[src/hdl/exec_pkg.sv]
/*
 Constants and carrier types for the three-instruction execution block.
 Assumes a 12-bit instruction word and 8-bit data path.
*/
package exec_pkg;
  localparam logic [11:0] CLR_WDT_WORD   = 12'h004;
  localparam logic [11:0] OP_MASK        = 12'hfc0;
  localparam logic [11:0] COMP_OP        = 12'h240;
  localparam logic [11:0] DEC_OP         = 12'h0c0;
  localparam int          DEST_BIT       = 5;
  localparam logic [7:0]  WREG_RESET     = 8'h00;
  localparam logic [7:0]  WDT_ZERO       = 8'h00;
  localparam logic [7:0]  PRESCALE_ZERO  = 8'h00;
  localparam int          NUM_FILES      = 32;

  typedef struct packed {
    logic       we;
    logic [4:0] addr;
    logic [7:0] data;
  } file_wr_t;

  typedef struct packed {
    logic       clr_wdt;
    logic       clr_prescale;
    logic       set_status;
  } wdt_ctl_t;
endpackage : exec_pkg

[src/hdl/file_regs.sv]
/*
 Little 32 x 8 file register memory with registered read data.
 Assumes the address is presented one cycle before the data is used.
*/
`timescale 1ns/1ns
`default_nettype none
module file_regs (
  input  wire logic             clk_sys_i,
  input  wire logic [4:0]       rd_addr_i,
  output var  logic [7:0]       rd_data_o,
  input  wire exec_pkg::file_wr_t wr_i
);
  // Zero at power-up; an unknown word would poison every later result
  logic [7:0] mem_r [exec_pkg::NUM_FILES] = '{default: 8'h00};

  always_ff @(posedge clk_sys_i) begin
    if (wr_i.we) begin
      mem_r[wr_i.addr] <= wr_i.data;
    end
  end

  // Write-first so a back-to-back read sees fresh data
  always_ff @(posedge clk_sys_i) begin
    if (wr_i.we && wr_i.addr == rd_addr_i) begin
      rd_data_o <= wr_i.data;
    end else begin
      rd_data_o <= mem_r[rd_addr_i];
    end
  end
endmodule : file_regs
`default_nettype wire

[src/hdl/wdt_clear_comp_dec_exec.sv]
/*
 Executes clear-watchdog, complement-file and decrement-file instructions.
 Assumes the instruction word is stable for the whole execute cycle and that
 the file operand address appears on the fetch bus one cycle ahead.
*/
`timescale 1ns/1ns
`default_nettype none
module wdt_clear_comp_dec_exec (
  input  wire logic        clk_sys_i,
  input  wire logic        rst_n_i,
  input  wire logic [11:0] fetch_word_i,
  input  wire logic        fetch_valid_i,
  input  wire logic        prescale_to_wdt_i,
  output var  logic [7:0]  watchdog_counter_o,
  output var  logic [7:0]  prescaler_o,
  output var  logic        timeout_status_bit_o,
  output var  logic        powerdown_status_bit_o,
  output var  logic        zero_flag_o,
  output var  logic [7:0]  wreg_o,
  output var  logic        file_we_o,
  output var  logic [4:0]  file_addr_o,
  output var  logic [7:0]  file_data_o
);
  logic [1:0]  rst_sync_r;
  logic        rst_n;
  logic [11:0] instr_r;
  logic        valid_r;
  logic [7:0]  operand;
  logic        is_clr;
  logic        is_comp;
  logic        is_dec;
  logic        to_file;
  logic [7:0]  result;
  exec_pkg::file_wr_t wr;

  always_ff @(posedge clk_sys_i or negedge rst_n_i) begin
    if (!rst_n_i) begin
      rst_sync_r <= 2'h0;
    end else begin
      rst_sync_r <= {rst_sync_r[0], 1'b1};
    end
  end
  assign rst_n = rst_sync_r[1];

  // Latch the word so the registered file read lines up with execute
  always_ff @(posedge clk_sys_i or negedge rst_n) begin
    if (!rst_n) begin
      instr_r <= 12'h000;
      valid_r <= 1'b0;
    end else begin
      instr_r <= fetch_word_i;
      valid_r <= fetch_valid_i;
    end
  end

  file_regs u_file_regs (
    .clk_sys_i (clk_sys_i),
    .rd_addr_i (fetch_word_i[4:0]),
    .rd_data_o (operand),
    .wr_i      (wr)
  );

  assign is_clr  = valid_r && instr_r == exec_pkg::CLR_WDT_WORD;
  assign is_comp = valid_r && (instr_r & exec_pkg::OP_MASK) == exec_pkg::COMP_OP;
  assign is_dec  = valid_r && (instr_r & exec_pkg::OP_MASK) == exec_pkg::DEC_OP;
  assign to_file = instr_r[exec_pkg::DEST_BIT];
  assign result  = is_comp ? ~operand : operand - 8'h01;

  always_comb begin
    wr.we   = (is_comp || is_dec) && to_file;
    wr.addr = instr_r[4:0];
    wr.data = result;
  end

  always_ff @(posedge clk_sys_i or negedge rst_n) begin
    if (!rst_n) begin
      watchdog_counter_o <= exec_pkg::WDT_ZERO;
    end else if (is_clr) begin
      watchdog_counter_o <= exec_pkg::WDT_ZERO;
    end else begin
      // Stand-in for the watchdog's own tick, so a clear is visible
      watchdog_counter_o <= watchdog_counter_o + 8'h01;
    end
  end

  // Shared prescaler belongs to the timer otherwise; leave it alone then
  always_ff @(posedge clk_sys_i or negedge rst_n) begin
    if (!rst_n) begin
      prescaler_o <= exec_pkg::PRESCALE_ZERO;
    end else if (is_clr && prescale_to_wdt_i) begin
      prescaler_o <= exec_pkg::PRESCALE_ZERO;
    end else begin
      prescaler_o <= prescaler_o + 8'h01;
    end
  end

  // Nothing here clears them; sleep and timeout events live outside
  always_ff @(posedge clk_sys_i or negedge rst_n) begin
    if (!rst_n) begin
      timeout_status_bit_o   <= 1'b1;
      powerdown_status_bit_o <= 1'b1;
    end else if (is_clr) begin
      timeout_status_bit_o   <= 1'b1;
      powerdown_status_bit_o <= 1'b1;
    end
  end

  always_ff @(posedge clk_sys_i or negedge rst_n) begin
    if (!rst_n) begin
      wreg_o      <= exec_pkg::WREG_RESET;
      zero_flag_o <= 1'b0;
    end else if (is_comp || is_dec) begin
      zero_flag_o <= result == 8'h00;
      if (!to_file) begin
        wreg_o <= result;
      end
    end
  end

  always_ff @(posedge clk_sys_i or negedge rst_n) begin
    if (!rst_n) begin
      file_we_o   <= 1'b0;
      file_addr_o <= 5'h00;
      file_data_o <= 8'h00;
    end else begin
      file_we_o   <= wr.we;
      file_addr_o <= wr.addr;
      file_data_o <= wr.data;
    end
  end
endmodule : wdt_clear_comp_dec_exec
`default_nettype wire

[config.mk]
export PLATFORM = sky130hd
export DESIGN_NAME = wdt_clear_comp_dec_exec
export DESIGN_NICKNAME = d
export VERILOG_FILES = /design/src/hdl/exec_pkg.sv /design/src/hdl/file_regs.sv /design/src/hdl/wdt_clear_comp_dec_exec.sv
export SDC_FILE = /design/constraint.sdc
export NUM_CORES = 1
export LEC_CHECK = 0
export BUFFER_PORTS_ARGS = -buffer_cell sky130_fd_sc_hd__buf_4
export CORE_AREA = 2 2 150 152
export CTS_BUF_LIST = sky130_fd_sc_hd__clkbuf_2 sky130_fd_sc_hd__clkbuf_4 sky130_fd_sc_hd__clkbuf_8
export DETAILED_ROUTE_END_ITERATION = 10
export DIE_AREA = 0 0 152 154
export MAX_ROUTING_LAYER = met4
export PLACE_DENSITY_LB_ADDON = 0.05
export REMOVE_ABC_BUFFERS = 1
export SYNTH_ARGS = -nofsm -noshare
export SYNTH_HDL_FRONTEND = slang
export SYNTH_SLANG_ARGS = --single-unit
[constraint.sdc]
create_clock -name clk_sys_i -period 1.5 [get_ports clk_sys_i]
set_input_delay 0.075 -clock clk_sys_i [delete_from_list [all_inputs] [get_ports clk_sys_i]]
set_output_delay 0.075 -clock clk_sys_i [all_outputs]
set_load 0.02 [all_outputs]
==> After elaboration in Yosys (flattened, before gate mapping) <==
Memory sizes are Yosys's and may differ from the RTL's. A register that Yosys moved wholly into a read port is not among the register bits.
Cells that the tools add are included.
{ "classes": {"mux": 5, "n_reduce_logical": 8, "n_eq_ne": 3, "bitwise_logic": 2, "add_sub_neg": 3} }
{ "op_table": {"columns": ["cell", "count"], "rows": [
  ["2-to-1 mux 8 bit", 3],
  ["adder 8 x 1 -> 8 bit (second input constant)", 2],
  ["equality test 12 x 3 -> 1 bit (second input constant)", 1],
  ["zero test 8 bit", 1],
  ["NOT 8 bit", 1],
  ["subtractor 8 x 1 -> 8 bit (second input constant)", 1],
  ["equality test 6 x 2 -> 1 bit (second input constant)", 1],
  ["equality test 6 x 4 -> 1 bit (second input constant)", 1],
  ["logical AND 1 bit", 5],
  ["2-to-1 mux 1 bit", 2],
  ["AND reduction 2 bit", 1],
  ["logical OR 1 bit", 1],
  ["NOT 1 bit", 1]
]} }
{ "totals": {"register_bits": 54, "n_memories": 1, "wordCells": 32, "output_inout_bits": 41, "mem_bits_rw": 256} }
{ "mem_list": {"columns": ["name", "words", "word_bits", "rd", "rd_ports_with_merged_regs", "write_ports", "line", "text"], "rows": [
  ["u_file_regs.mem_r", 32, 8, 1, 1, 1, "file_regs.sv:14", "logic [7:0] mem_r [exec_pkg::NUM_FILES] = '{default: 8'h00};"]
]} }

==> Logic depth before layout (Yosys ltp) <==
{ "depth": {"ltp_word": 6, "ltp_mapped": 13, "depth_no_buf": 9} }

==> Hierarchy <==
Synthesis repeated with hierarchy kept, for this count alone.
{ "hier_totals": {"cells_unflattened": 580, "area_unflattened_um2": 12140.4} }
{ "modules_own_cells": {"columns": ["mod", "instances", "area_each_um2", "seq_area_each_um2", "cells_per_inst"], "rows": [
  ["file_regs", 1, 9993.3, 7787.5, 414],
  ["wdt_clear_comp_dec_exec", 1, 2147.1, 1351.3, 166]
]} }

==> Worst setup path after synthesis <==
Ideal clock, no wire load.
{ "synth_path": {"kind": "register -> register", "start": "reg with a tool-made name", "end": "reg zero_flag_o", "required_time_ps": 1319, "stages_incl_launch_ff": 12, "synth_period_minus_slack_ps": 4119, "path_slack_ps": -2619, "t_arrival_ps": 3938, "path_cell_list": "dfxtp_1 > buf_6 > buf_8 > mux4_2 > mux4_2 > mux2i_4 > ha_1 > nand2_2 > o21ai_0 > xor2_1 > or4_1 > o31ai_1"} }
{ "synth_lines": {"columns": ["item", "line", "text"], "rows": [
  ["end signal: assignment", "wdt_clear_comp_dec_exec.sv:111", "zero_flag_o <= 1'b0;"],
  ["end signal: assignment", "wdt_clear_comp_dec_exec.sv:113", "zero_flag_o <= result == 8'h00;"],
  ["end: declaration", "wdt_clear_comp_dec_exec.sv:18", "output var logic zero_flag_o,"]
]} }

==> flow_metrics.py <==
metrics = {
    "sta": {
        "final.period_utilization": 2.30,
        "slew_viol_final": 0,
        "fmax_mhz": 289,
        "whs_ns": 0.166,
        "rsz0062_at_grt": "yes",
        "setup-violations-final": 546,
        "setup_slack_ns": -1.96,
        "skew_ns": 0.0189,
        "hold_violations": 0,
        "period_minus_slack_ns": 3.46,
        "setup_tns_ns": -599.19,
    },
    "global_route": {
        "antenna_found_initial": 0,
        "grt_first_pass_wirelength_um": 43000,
        "grt_use_total": 0.256,
        "grt_max_degree": 53,
        "first_global_vias": 7079,
        "gr-total-overflow": 0,
    },
    "floorplanning": {
        "rows": 54,
        "ioPinCount": 57,
        "die_h_um": 154,
        "die_w_um": 152,
        "die-area_um2": 23400,
        "core-area_um2": 21700,
        "start_util": 0.564,
    },
    "cells_and_area": {
        "area_growth_pct": 26.6,
        "drive_above_1_share": 0.379,
        "final_nets": 886,
        "fin_cells": 1189,
        "nFillCells": 1353,
        "finalCoreUtilization": 0.714,
        "fin_area_um2": 15500,
    },
    "yosys": {
        "synth_seq_cells": 315,
        "syn_avg_cell_area_um2": 19.4,
        "yosysMostFrequentCell": "edfxtp_1",
        "synth.distinct_cells": 51,
        "async_reset_ff_frac": 0.171,
        "synth-main-ff-cell": "edfxtp_1",
        "yosys-top-cells-area": "edfxtp_1 (63%), dfrtp_1 (11%), mux4_2 (6.4%)",
        "yosysTopAreaCellShare": 0.628,
        "yosys-top-cells-count": "edfxtp_1 (256), nor2_1 (56), dfrtp_1 (54), mux2i_1 (45), mux4_2 (35)",
        "yosysSeqAreaShare": 0.747,
        "synth_edf_count": 256,
        "synth_cells": 631,
        "synth_area_um2": 12200,
        "yosysTopAreaCell": "edfxtp_1",
        "ys.warnings.count": 0,
    },
    "power_and_ir_drop": {
        "switchingPower_mw": 4.85,
        "ir_drop_mv": 1.45,
        "leakage_nw": 5.81,
        "pwr-share-comb": 0.127,
        "p_per_area_nw_per_um2": 1310,
        "clkPwrFrac": 0.367,
        "seqPwrFrac": 0.506,
        "netSwitchingFraction": 0.239,
        "internal_power_mw": 15.5,
        "report.power.total_mw": 20.3,
    },
    "routing": {
        "ant_nets": 0,
        "wire_per_inst_um": 23.8,
        "vias": 6752,
        "post-route-drc-count": 0,
        "dr.pass1.iters": 4,
        "wl_um": 28300,
        "drt_iter0_markers": 553,
        "viasPerCell": 5.68,
    },
    "critical_path": {
        "cp_top_family": "multiplexers",
        "cp.required_ns": 1.96,
        "crit_path_max_fanout": 10,
        "path_class": "register to register",
        "rr_worst_depth": 10,
        "r2r-end": "zero_flag_o",
        "cp.arrival_ns": 3.92,
        "r2r_slack_ns": -1.96,
        "startpoint_type": "register",
        "critPathMaxStageDelay_ns": 0.56,
        "path_cells": "buf_12 -> mux4_1 -> mux4_2 -> mux2i_4 -> ha_2 -> nor2_1 -> xor2_2 -> or4b_1 -> or4_1 -> o31ai_1",
        "cp_num_buf_inv": 1,
        "cp_slowest_cell": "mux4_1",
        "endpoint_kind": "register",
    },
    "cts": {
        "clockBufferDepth": 3,
        "clk_latency_ns": 0.56,
        "clkTransAtPathRegs_ns": 0.06,
        "cts_tree": "built",
        "htreeDepth": 2,
        "cts_buffers": 49,
        "cts.sinks": 315,
        "cts_root_buf": "clkbuf_8",
    },
    "min_path": {
        "min-delay-start": "fetch_word_i[11]",
        "whs_path_depth": 2,
        "hold_end": "instr_r[11]",
        "hold_path_class": "input pin to register",
    },
    "placed_design": {
        "pre_cts_slack_ns": -1.91,
        "port_buffers": 54,
        "place_area_um2": 14100,
        "post-dp-hpwl_um": 18500,
        "placedCellCount": 1072,
        "gp_congestion": 0.848,
    },
    "run": {
        "cap_violations": 0,
    },
    "run_status": {
        "violations": "setup timing",
        "status": "finished, violations left",
    },
}
power groups by stage:
stage | sequential, mW | clock [mW] | combinational (mW)
floorplan | 10.8 | 0 | 0.808
global placement | 10.4 | 0 | 2.32
detailed placement | 10.4 | 0 | 2.37
CTS | 10.3 | 7.57 | 2.54
global route | 10.3 | 7.98 | 2.78
finish | 10.3 | 7.44 | 2.59
how the worst max path moves through the flow:
stage               startpoint  slack [ns]  cells past startpoint           to
floorplan             register       -4.96                      9  zero_flag_o
global placement      register       -1.87                     10  zero_flag_o
detailed placement    register       -1.91                     10  zero_flag_o
CTS                   register       -1.95                     10  zero_flag_o
global route          register       -2.08                     10  zero_flag_o
finish                register       -1.96                     10  zero_flag_o
timing repair:
item / 4_1_cts / 5_1_grt
gates cloned: 1 / 0
setup endpoints to repair: 546 / 546
endpoints found under the hold margin: 28 / 0
hold buffers: 16 / 0
setup buffers: 4 / 3
pin swaps: 2 / 3
gates resized for setup: 14 / 12
cell usage in the layout, fill, tap and decap left out, drive strengths merged, types with 14 or more instances in the layout:
master / Yosys / layout
mux2i: 48 / 48
clkbuf: 6 / 75
buf: 23 / 195
dlygate4sd3: 0 / 16
xor2: 14 / 14
dfrtp: 54 / 54
mux4: 50 / 50
nand3: 16 / 16
nor2: 57 / 57
edfxtp: 256 / 256
state kept, by name (all words and copies together) (netlist names), 2 cells and up, named ones only:
| register | cells |
|---|---|
| u_file_regs.mem_r | 256 |
| instr_r | 12 |
| file_data_o | 8 |
| prescaler_o | 8 |
| watchdog_counter_o | 8 |
| wreg_o | 8 |
| file_addr_o | 5 |
| rst_sync_r | 2 |
kinds of logic (layout without fill, tap and decap cells):
group / count (synthesis) / after routing / synth area share
simple gates: 112 / 112 / 0.0448
fa+ha+maj: 3 / 3 / 0.00307
flops: 315 / 315 / 0.747
buf+inv: 32 / 307 / 0.0174
xor+xnor: 19 / 19 / 0.0136
compound gates: 41 / 41 / 0.0257
mux: 108 / 108 / 0.148
other cells: 1 / 4 / 0.000307
routing by layer:
layer	vias to the layer above	share of wire	track usage
met1	3439	0.44	0.359
met3	41	0.067	0.0521
met5	-	0	-
met4	0	0.019	0.0681
met2	269	0.48	0.392
li1	3003	-	-
layout make-up:
class	count	area, um2	area share
Sequential cell	315	9150	0.590
Multi-Input combinational cell	286	3000	0.194
Timing Repair Buffer	212	1930	0.125
Clock buffer	75	920	0.0594
Tap cell	280	350	0.0226
Clock inverter	17	129	0.00832
Inverter	3	11.3	0.000727
Antenna cell	1	2.50	0.000162
(Power assumes the default switching activity.)
